===== config.mk =====
export PLATFORM = sky130hd
export DESIGN_NAME = monitor_limit_compare
export DESIGN_NICKNAME = d
export VERILOG_FILES = /design/src/monitor_limit_pkg.sv /design/src/limit_bus_if.sv /design/src/monitor_limit_compare.sv /design/src/limit_shadow_store.sv /design/src/limit_flag_eval.sv
export VERILOG_INCLUDE_DIRS = /design/src
export SDC_FILE = /design/constraint.sdc
export NUM_CORES = 1
export LEC_CHECK = 0
export BUFFER_PORTS_ARGS = -buffer_cell sky130_fd_sc_hd__buf_2
export CAP_MARGIN = 20
export CORE_UTILIZATION = 55
export DETAILED_ROUTE_END_ITERATION = 7
export PLACE_DENSITY = 0.74
export SLEW_MARGIN = 25
export SYNTH_ARGS = -nofsm -noshare
export SYNTH_HDL_FRONTEND = slang
export SYNTH_HIERARCHICAL = 1
export SYNTH_SLANG_ARGS = --single-unit

===== constraint.sdc =====
create_clock -name mclk -period 2.46 [get_ports mclk]
set_input_delay 0.492 -clock mclk [delete_from_list [all_inputs] [get_ports mclk]]
set_output_delay 0.492 -clock mclk [all_outputs]
set_load 0.01 [all_outputs]

===== src/monitor_limit_compare_cfg.svh =====
// Offsets, field positions, reset values and bit assignments of the limit bank
`ifndef MONITOR_LIMIT_COMPARE_CFG_SVH
`define MONITOR_LIMIT_COMPARE_CFG_SVH

// Limit register pairs, even byte is the high byte
`define OFS_HIGH_SUPPLY_ALARM      8'h08
`define OFS_LOW_SUPPLY_ALARM       8'h0a
`define OFS_HIGH_SUPPLY_WARNING    8'h0c
`define OFS_LOW_SUPPLY_WARNING     8'h0e
`define OFS_FIRST_HIGH_ALARM       8'h10
`define OFS_FIRST_LOW_ALARM        8'h12
`define OFS_FIRST_HIGH_WARNING     8'h14
`define OFS_FIRST_LOW_WARNING      8'h16
`define OFS_SECOND_HIGH_ALARM      8'h18
`define LIM_FIRST_OFS              8'h08
`define LIM_LAST_OFS               8'h19
`define LIM_COUNT                  9
`define LIM_RESET                  16'h0000

// Status bytes
`define ALARM_STATUS_OFS           8'h70
`define WARNING_STATUS_OFS         8'h74
`define STATUS_RESET               8'h00
`define BIT_SUPPLY_HIGH            3'd5
`define BIT_SUPPLY_LOW             3'd4
`define BIT_FIRST_HIGH             3'd3
`define BIT_FIRST_LOW              3'd2
`define BIT_SECOND_HIGH            3'd1

// Latest measurements, read-only
`define MEAS_SUPPLY_OFS            8'h60
`define MEAS_FIRST_OFS             8'h62
`define MEAS_SECOND_OFS            8'h64
`define MEAS_RESET                 16'h0000
`define READ_UNMAPPED              8'h00

`endif


===== src/monitor_limit_pkg.sv =====
// Types shared by the limit bank modules
package monitor_limit_pkg;
  typedef logic [15:0] limit_t;
  typedef enum logic [1:0]
  {
    CH_SUPPLY = 2'b00,
    CH_FIRST  = 2'b01,
    CH_SECOND = 2'b11
  } channel_e;
  typedef enum logic
  {
    DIR_LOW  = 1'b0,
    DIR_HIGH = 1'b1
  } direction_e;
endpackage


===== src/limit_bus_if.sv =====
// Write port and limit words between the top and the limit store
`timescale 1ns/1ps
interface limit_bus_if;
  logic             ce;
  logic             wr;
  logic [4:0]       byte_idx;
  logic [7:0]       wdata;
  logic [8:0][15:0] limit;
  modport bank
  (
    input  ce,
    input  wr,
    input  byte_idx,
    input  wdata,
    output limit
  );
  modport user
  (
    output ce,
    output wr,
    output byte_idx,
    output wdata,
    input  limit
  );
endinterface


===== src/monitor_limit_compare.sv =====
// Limit bank with compare-and-flag logic for supply and monitor inputs
// How it works
// - Limits are 16-bit, even byte high
// - Limits reset to zero, shadowed store
// - Supply below low alarm sets alarm bit4
// - Supply above high warning sets warning bit5
// - Supply below low warning sets warning bit4
// - First input above high alarm: alarm bit3
// - First input below low alarm: alarm bit2
// - First input above high warning: warning bit3
// - First input below low warning: warning bit2
// - Second input above high alarm: alarm bit1
// - Supply above high alarm sets alarm bit5
`timescale 1ns/1ps
`include "monitor_limit_compare_cfg.svh"
module monitor_limit_compare
  import monitor_limit_pkg::*;
(
  input wire logic        mclk,              // Clock, 125 MHz
  input wire logic        rst_n,             // Asynchronous reset, active low
  input wire logic        clk_en,            // Freezes all state when low
  input wire logic [7:0]  mem_addr,          // Byte address of the memory port
  input wire logic        mem_wr,            // Write strobe
  input wire logic        mem_rd,            // Read strobe
  input wire logic [7:0]  mem_wdata,         // Write data
  input wire logic [15:0] supply_meas,       // Digitized supply voltage
  input wire logic        supply_valid,      // New supply sample
  input wire logic [15:0] first_meas,        // Digitized first_monitor_input
  input wire logic        first_valid,       // New first input sample
  input wire logic [15:0] second_meas,       // Digitized second_monitor_input
  input wire logic        second_valid,      // New second input sample
  output logic [7:0]      mem_rdata,         // Read data
  output logic            mem_ack,           // Access taken, one cycle
  output logic            mem_hit,           // Address belonged to this block
  output logic [7:0]      alarm_status,      // Alarm status byte
  output logic [7:0]      warning_status     // Warning status byte
);

  // Per-limit table keyed by offset
  function automatic channel_e limit_channel(input logic [7:0] ofs);
    case (ofs)
      `OFS_HIGH_SUPPLY_ALARM, `OFS_LOW_SUPPLY_ALARM,
      `OFS_HIGH_SUPPLY_WARNING, `OFS_LOW_SUPPLY_WARNING: limit_channel = CH_SUPPLY;
      `OFS_SECOND_HIGH_ALARM: limit_channel = CH_SECOND;
      default: limit_channel = CH_FIRST;
    endcase
  endfunction

  function automatic direction_e limit_dir(input logic [7:0] ofs);
    case (ofs)
      `OFS_HIGH_SUPPLY_ALARM, `OFS_HIGH_SUPPLY_WARNING, `OFS_FIRST_HIGH_ALARM,
      `OFS_FIRST_HIGH_WARNING, `OFS_SECOND_HIGH_ALARM: limit_dir = DIR_HIGH;
      default: limit_dir = DIR_LOW;
    endcase
  endfunction

  function automatic logic limit_is_alarm(input logic [7:0] ofs);
    case (ofs)
      `OFS_HIGH_SUPPLY_WARNING, `OFS_LOW_SUPPLY_WARNING,
      `OFS_FIRST_HIGH_WARNING, `OFS_FIRST_LOW_WARNING: limit_is_alarm = 1'b0;
      default: limit_is_alarm = 1'b1;
    endcase
  endfunction

  function automatic logic [2:0] limit_bit(input logic [7:0] ofs);
    case (ofs)
      `OFS_HIGH_SUPPLY_ALARM:   limit_bit = `BIT_SUPPLY_HIGH;
      `OFS_LOW_SUPPLY_ALARM:    limit_bit = `BIT_SUPPLY_LOW;
      `OFS_HIGH_SUPPLY_WARNING: limit_bit = `BIT_SUPPLY_HIGH;
      `OFS_LOW_SUPPLY_WARNING:  limit_bit = `BIT_SUPPLY_LOW;
      `OFS_FIRST_HIGH_ALARM:    limit_bit = `BIT_FIRST_HIGH;
      `OFS_FIRST_LOW_ALARM:     limit_bit = `BIT_FIRST_LOW;
      `OFS_FIRST_HIGH_WARNING:  limit_bit = `BIT_FIRST_HIGH;
      `OFS_FIRST_LOW_WARNING:   limit_bit = `BIT_FIRST_LOW;
      default:                  limit_bit = `BIT_SECOND_HIGH;
    endcase
  endfunction

  // Picks the high or low byte of a word
  function automatic logic [7:0] word_byte(input limit_t w, input logic low);
    word_byte = low ? w[7:0] : w[15:8];
  endfunction

  // Address decode
  wire logic [7:0] bank_rel   = mem_addr - `LIM_FIRST_OFS;
  wire logic       in_bank    = (mem_addr >= `LIM_FIRST_OFS) && (mem_addr <= `LIM_LAST_OFS);
  wire logic       is_alarm   = mem_addr == `ALARM_STATUS_OFS;
  wire logic       is_warning = mem_addr == `WARNING_STATUS_OFS;
  wire logic [7:0] meas_rel   = mem_addr - `MEAS_SUPPLY_OFS;
  wire logic       in_meas    = (mem_addr >= `MEAS_SUPPLY_OFS) && (mem_addr <= `MEAS_SECOND_OFS + 8'h01);
  wire logic       any_hit    = in_bank || is_alarm || is_warning || in_meas;
  wire logic       access     = mem_wr || mem_rd;

  limit_t supply_q;
  limit_t first_q;
  limit_t second_q;

  limit_bus_if lbus ();
  assign lbus.ce       = clk_en;
  assign lbus.wr       = mem_wr && in_bank;
  assign lbus.byte_idx = bank_rel[4:0];
  assign lbus.wdata    = mem_wdata;

  limit_shadow_store u_store
  (
    .mclk  (mclk),
    .rst_n (rst_n),
    .bus   (lbus)
  );

  // Measurement fetched by the read mux
  wire limit_t meas_word = (meas_rel[2:1] == 2'd0) ? supply_q :
                           (meas_rel[2:1] == 2'd1) ? first_q : second_q;
  wire limit_t bank_word = lbus.limit[bank_rel[4:1]];

  wire logic [7:0] next_rdata =
    !mem_rd    ? mem_rdata :
    in_bank    ? word_byte(bank_word, bank_rel[0]) :
    is_alarm   ? alarm_status :
    is_warning ? warning_status :
    in_meas    ? word_byte(meas_word, meas_rel[0]) : `READ_UNMAPPED;

  // Compare every limit against the sample arriving for its channel
  logic [`LIM_COUNT-1:0] cur_flag;
  logic [`LIM_COUNT-1:0] next_flag;
  logic [`LIM_COUNT-1:0] alarm_sel;
  logic [2:0]            flag_bit [0:`LIM_COUNT-1];

  for (genvar i = 0; i < `LIM_COUNT; i++)
  begin : g_cmp
    localparam logic [7:0] OFS = 8'(`LIM_FIRST_OFS + 2 * i);
    localparam channel_e   CH  = limit_channel(OFS);
    wire logic   upd  = (CH == CH_SUPPLY) ? supply_valid :
                        (CH == CH_FIRST)  ? first_valid : second_valid;
    wire limit_t meas = (CH == CH_SUPPLY) ? supply_meas :
                        (CH == CH_FIRST)  ? first_meas : second_meas;
    assign alarm_sel[i] = limit_is_alarm(OFS);
    assign flag_bit[i]  = limit_bit(OFS);
    assign cur_flag[i]  = alarm_sel[i] ? alarm_status[flag_bit[i]] : warning_status[flag_bit[i]];

    limit_flag_eval u_eval
    (
      .upd       (upd),
      .meas      (meas),
      .limit     (lbus.limit[i]),
      .dir       (limit_dir(OFS)),
      .flag      (cur_flag[i]),
      .next_flag (next_flag[i])
    );
  end

  logic [7:0] next_alarm;
  logic [7:0] next_warning;

  always_comb
  begin
    next_alarm   = alarm_status;
    next_warning = warning_status;
    for (int i = 0; i < `LIM_COUNT; i++)
    begin
      if (alarm_sel[i])
        next_alarm[flag_bit[i]] = next_flag[i];
      else
        next_warning[flag_bit[i]] = next_flag[i];
    end
  end

  // Status bytes and latest samples
  always_ff @(posedge mclk or negedge rst_n)
  begin
    if (!rst_n)
    begin
      alarm_status   <= `STATUS_RESET;
      warning_status <= `STATUS_RESET;
      supply_q       <= `MEAS_RESET;
      first_q        <= `MEAS_RESET;
      second_q       <= `MEAS_RESET;
    end
    else if (clk_en)
    begin
      alarm_status   <= next_alarm;
      warning_status <= next_warning;
      if (supply_valid)
        supply_q <= supply_meas;
      if (first_valid)
        first_q <= first_meas;
      if (second_valid)
        second_q <= second_meas;
    end
  end

  // Memory port answer, one cycle after the strobe
  always_ff @(posedge mclk or negedge rst_n)
  begin
    if (!rst_n)
    begin
      mem_rdata <= `READ_UNMAPPED;
      mem_ack   <= 1'b0;
      mem_hit   <= 1'b0;
    end
    else if (clk_en)
    begin
      mem_rdata <= next_rdata;
      mem_ack   <= access;
      mem_hit   <= access && any_hit;
    end
  end
endmodule


===== src/limit_shadow_store.sv =====
// Shadowed limit words, byte-writable, factory value zero
`timescale 1ns/1ps
`include "monitor_limit_compare_cfg.svh"
module limit_shadow_store
  import monitor_limit_pkg::*;
(
  input wire logic  mclk,  // Clock
  input wire logic  rst_n, // Asynchronous reset, active low
  limit_bus_if.bank bus    // Write port and limit words
);
  limit_t word [0:`LIM_COUNT-1];
  wire logic [3:0] widx = bus.byte_idx[4:1];

  always_ff @(posedge mclk or negedge rst_n)
  begin
    if (!rst_n)
    begin
      for (int i = 0; i < `LIM_COUNT; i++)
        word[i] <= `LIM_RESET;
    end
    else if (bus.ce && bus.wr)
    begin
      // Each byte lands at once; a pair is not made atomic
      if (!bus.byte_idx[0])
        word[widx][15:8] <= bus.wdata;
      else
        word[widx][7:0] <= bus.wdata;
    end
  end

  always_comb
  begin
    for (int i = 0; i < `LIM_COUNT; i++)
      bus.limit[i] = word[i];
  end
endmodule


===== src/limit_flag_eval.sv =====
// Next value of one alarm or warning flag from a new measurement
`timescale 1ns/1ps
module limit_flag_eval
  import monitor_limit_pkg::*;
(
  input wire logic       upd,       // New measurement present
  input wire limit_t     meas,      // Measurement
  input wire limit_t     limit,     // Threshold
  input wire direction_e dir,       // High or low limit
  input wire logic       flag,      // Current flag
  output logic           next_flag  // Flag after this edge
);
  wire logic above = meas > limit;
  wire logic below = meas < limit;
  wire logic set   = (dir == DIR_HIGH) ? above : below;
  wire logic clr   = (dir == DIR_HIGH) ? below : above;

  // Equality neither sets nor clears
  assign next_flag = !upd ? flag : set ? 1'b1 : clr ? 1'b0 : flag;
endmodule


==> results.md <==
| Result | This run | Unit |
| --- | --- | --- |
| Type of destination of the critical path | register | - |
| Biggest fanout along the worst timing path | 3 | - |
| TritonCTS clock tree | yes | - |
| Worst-skew pair later-pin latency | 520 | ps |
| Fraction of the mapped netlist area in adder cells | 12.6 | % |
| First-pass GRT wire length | 63,800 | microns |
| Maximum number of pins on one net before global-route repair | 64 | - |
| Sequential share of power | 43.3 | % |
| Maximum root-to-sink buffer count | 3 | - |
| Share of the synthesized area in compound gates (AO/OA/AOI/OAI) | 10.3 | % |
| Count of buffering cells on the critical path with inverters included | 1 | - |
| Synthesis warning total | 6 | - |
| Number of search-and-repair iterations in the first detailed-routing pass | 5 | - |
| Net Sw Power | 2.51 | mW |
| Via count | 10,896 | - |
| Total grt overflow | 0 | - |
| Worst-path cell with the longest stage delay | sky130_fd_sc_hd__nor4_1 | - |
| Netlist cell types | 66 | - |
| Internal | 6.56 | mW |
| MaxCap Viol Count | 0 | - |
| Fraction of synthesized area in multiplexers | 23.6 | % |
| Slew Viols, Final | 0 | - |
| Core footprint | 0.0255 | sq mm |
| Total placed instance area | 0.0154 | sq mm |
| Number of stages on the worst setup path | 8 | - |
| Number of H-tree branching levels | 1 | - |
| Starting Density | 56.6 | % |
| Row Count | 58 | - |
| Vias in the first global route | 11,023 | - |
| Worst IR Drop VDD | 500 | uV |
| Leak | 7.48 | nW |
| Final worst hold slack | 223 | ps |
| Share of post-route cells with drive strength above 1 | 31.0 | % |
| Setup Total Neg Slack | 0 | ps |
| Area growth, synth to finish | 12.8 | % |
| Clock-pin slew on the worst setup and hold paths | 60 | ps |
| Routability cong. | 0.948 | - |
| Summed area of non-filler cells in the final layout | 0.0163 | sq mm |
| Antenna-violating nets left | 0 | - |
| Crit start category | register | - |
| Status | finished clean | - |
| Delay of the slowest cell on the worst path | 500 | ps |
| Number of cells in the design after placement | 1,715 | - |
| Clock period minus worst slack | 2210 | ps |
| FF+latch count, synth | 211 | - |
| Mean instance size in the synthesized netlist | 11.2 | sq um |
| I/O Buffers | 90 | - |
| Post-Synth XOR/XNOR Area | 0 | % |
| Type of the worst min-delay path | in -> reg | - |
| Launching point of the worst reg2reg path | u_store/bus.limit[110]$_DFFE_PN0P_ | - |
| Sequential share of the synthesized area | 36.6 | % |
| Final hold vios | 0 | - |
| TritonCTS Buffers | 24 | - |
| Total number of nets in the final design | 1,629 | - |
| CP Cell Sequence | inv_1, ha_1, nand4_1, nor4_1, nand2b_1, o41ai_1, a221oi_2, mux2_2 | - |
| Worst setup slack after placement | -40.6 | ps |
| IO Count | 98 | - |
| Endpoint of the lowest-slack register-to-register path | warning_status[3]$_DFFE_PN0P_ | - |
| Worst Path Required | 2860 | ps |
| Fmax | 452 | MHz |
| Total detailed-routing wirelength | 41,900 | microns |
| Average via count per standard cell | 6.19 | - |
| Finished Layout Cells | 1,759 | - |
| Fill cells | 2,024 | - |
| Worst Path Arrival | 2610 | ps |
| Power Dens Cells | 558 | mW/mm^2 |
| Area of the die | 0.0268 | sq mm |
| Global routing usage summed across all routing layers | 32.0 | % |
| Switching fraction of total power | 27.6 | % |
| Cell Area, Synth | 0.0144 | sq mm |
| CP delay by family, top | simple AND/OR/NAND/NOR gates | - |
| Setup Crit Path Kind | reg -> reg | - |
| Worst-case setup margin in the final layout | 249 | ps |
| Critical path origin | u_store/bus.limit[110]$_DFFE_PN0P_ | - |
| Clk pwr share | 40.1 | % |
| Number of antenna violations at the first check in global routing | 0 | - |
| Synthesized instance count | 1,282 | - |
| Clock Skews | 7.99 | ps |
| Number of enable-type register cells in the synthesized netlist | 0 | - |
| # setup viols final | 0 | - |
| Antenna Cells | 0 | - |
| Master cell of the clock root buffer | sky130_fd_sc_hd__clkbuf_16 | - |
| Synth Area in Simple Gates | 10.0 | % |
| Final total power | 9.07 | mW |
| Post-route fraction of the period consumed by the critical path | 89.9 | % |
| Dominant combinational cell family by area after synthesis | multiplexers | - |
| Top_reg_cell synth | sky130_fd_sc_hd__dfrtp_1 | - |
| Detailed placement HPWL | 31,400 | microns |
| End of the critical path | warning_status[3]$_DFFE_PN0P_ | - |
| Final design utilization | 63.8 | % |
| DRC errors left | 0 | - |
| R2R cell count | 8 | - |
| Post-detailed-route wirelength per cell | 23.8 | microns |
| Least-Margin Pin Slew | 704 | ps |
| Die boundary width | 164 | microns |
| Async SR Flop Fraction | 100 | % |
| Setup slack, reg-to-reg | 250 | ps |
| RSZ-0062 raised after global routing | no | - |
| Initial DRC Count | 773 | - |
| Vert. Die Dim | 164 | microns |
| Worst relative slew slack | 52.9 | % |
| Number of sinks on the clock net | 211 | - |
| Part of the total power dissipated in combinational logic | 16.5 | % |
| Total setup buffers inserted after CTS | 0 | - |
==> power by group through the flow <==
stage	Sequential (mW)	Combinational, mW	Clock (mW)
after detailed placement	3.98	1.48	0
after CTS	3.92	1.49	3.68
after global placement	3.97	1.43	0
after global routing	3.94	1.64	3.81
final	3.93	1.50	3.64
after floorplan	3.88	0.909	0
==> cells in the mapped netlist (10+ instances only) <==
master / n / area share [%]
sky130_fd_sc_hd__a21oi_1: 93 / 3.2
sky130_fd_sc_hd__a221oi_2: 10 / 1.0
sky130_fd_sc_hd__buf_4: 10 / 0.52
sky130_fd_sc_hd__buf_6: 13 / 1.0
sky130_fd_sc_hd__dfrtp_1: 211 / 37
sky130_fd_sc_hd__ha_1: 145 / 13
sky130_fd_sc_hd__inv_1: 155 / 4.0
sky130_fd_sc_hd__mux2_2: 178 / 14
sky130_fd_sc_hd__mux2_4: 27 / 2.8
sky130_fd_sc_hd__mux2i_1: 22 / 1.5
sky130_fd_sc_hd__mux4_1: 10 / 1.8
sky130_fd_sc_hd__mux4_2: 19 / 3.0
sky130_fd_sc_hd__nand2_1: 63 / 1.6
sky130_fd_sc_hd__nand2_2: 10 / 0.43
sky130_fd_sc_hd__nand2b_1: 14 / 0.61
sky130_fd_sc_hd__nand3_1: 11 / 0.38
sky130_fd_sc_hd__nand4_1: 36 / 1.6
sky130_fd_sc_hd__nor2_1: 27 / 0.70
sky130_fd_sc_hd__nor2b_1: 12 / 0.52
sky130_fd_sc_hd__o211ai_1: 14 / 0.73
sky130_fd_sc_hd__o21a_1: 20 / 1.0
==> cells in the final DEF, fill, tap and decap left out, types with 19 or more instances in the layout <==
master	Yosys	layout
sky130_fd_sc_hd__mux2i_1	22	22
sky130_fd_sc_hd__a21oi_1	93	93
sky130_fd_sc_hd__nor2_1	27	27
sky130_fd_sc_hd__o21a_1	20	20
sky130_fd_sc_hd__buf_4	10	31
sky130_fd_sc_hd__mux2_2	178	178
sky130_fd_sc_hd__clkbuf_16	0	25
sky130_fd_sc_hd__buf_2	7	88
sky130_fd_sc_hd__mux2_4	27	27
sky130_fd_sc_hd__mux4_2	19	19
sky130_fd_sc_hd__nand2_1	63	63
sky130_fd_sc_hd__nand4_1	36	36
sky130_fd_sc_hd__dfrtp_1	211	211
sky130_fd_sc_hd__inv_1	155	155
sky130_fd_sc_hd__conb_1	2	25
sky130_fd_sc_hd__ha_1	145	145
==> logic make-up (layout without fill, tap and decap cells) <==
| logic type | after synthesis | count (layout) |
|---|---|---|
| adders and majority gates | 145 | 145 |
| muxes | 263 | 263 |
| other | 2 | 25 |
| DFF | 211 | 211 |
| buffers and inverters | 208 | 332 |
| and+or+nand+nor | 239 | 239 |
| AOI/OAI and AO/OA | 214 | 214 |
==> final cells by class <==
cell class                      count  area, sq um  area share, %
Sequential cell                   211         5280           32.5
Multi-Input combinational cell    886         8230           50.7
Clock inverter                      7         87.6          0.539
Timing Repair Buffer              133          937           5.77
Clock buffer                       36          717           4.41
Tap cell                          330          413           2.54
Inverter                          156          586           3.60
==> repair_timing <==
action,4_1_cts,5_1_grt
hold buffers,1,0
resized for setup,0,0
hold endpoints to repair,20,0
==> flip-flops by register name, summed over array words and instances (netlist names) <==
signal             count
supply_q              16
mem_ack                1
first_q               16
mem_hit                1
mem_rdata              8
u_store/bus.limit    144
warning_status         4
second_q              16
alarm_status           5
==> how the worst min path moves through the flow <==
stage                                 start                     endpoint  cells past startpoint
global route                 second_meas[4]      second_q[4]$_DFFE_PN0P_                      2
global placement    supply_q[9]$_DFFE_PN0P_      supply_q[9]$_DFFE_PN0P_                      1
detailed placement   first_q[3]$_DFFE_PN0P_       first_q[3]$_DFFE_PN0P_                      1
finish                      second_meas[12]     second_q[12]$_DFFE_PN0P_                      2
floorplan                             rst_n  alarm_status[1]$_DFFE_PN0P_                      0
CTS                          second_meas[4]      second_q[4]$_DFFE_PN0P_                      2
==> metal layers <==
metal / vias to the layer above / share of wire (%) / GRT usage [%]
met5: - / 0 / 0
li1: 4917 / - / -
met1: 5460 / 43 / 43.1
met4: 0 / 4.4 / 14.2
met2: 405 / 46 / 50.8
met3: 114 / 7.3 / 5.38
Note: power is estimated with default switching activity, not from simulation.
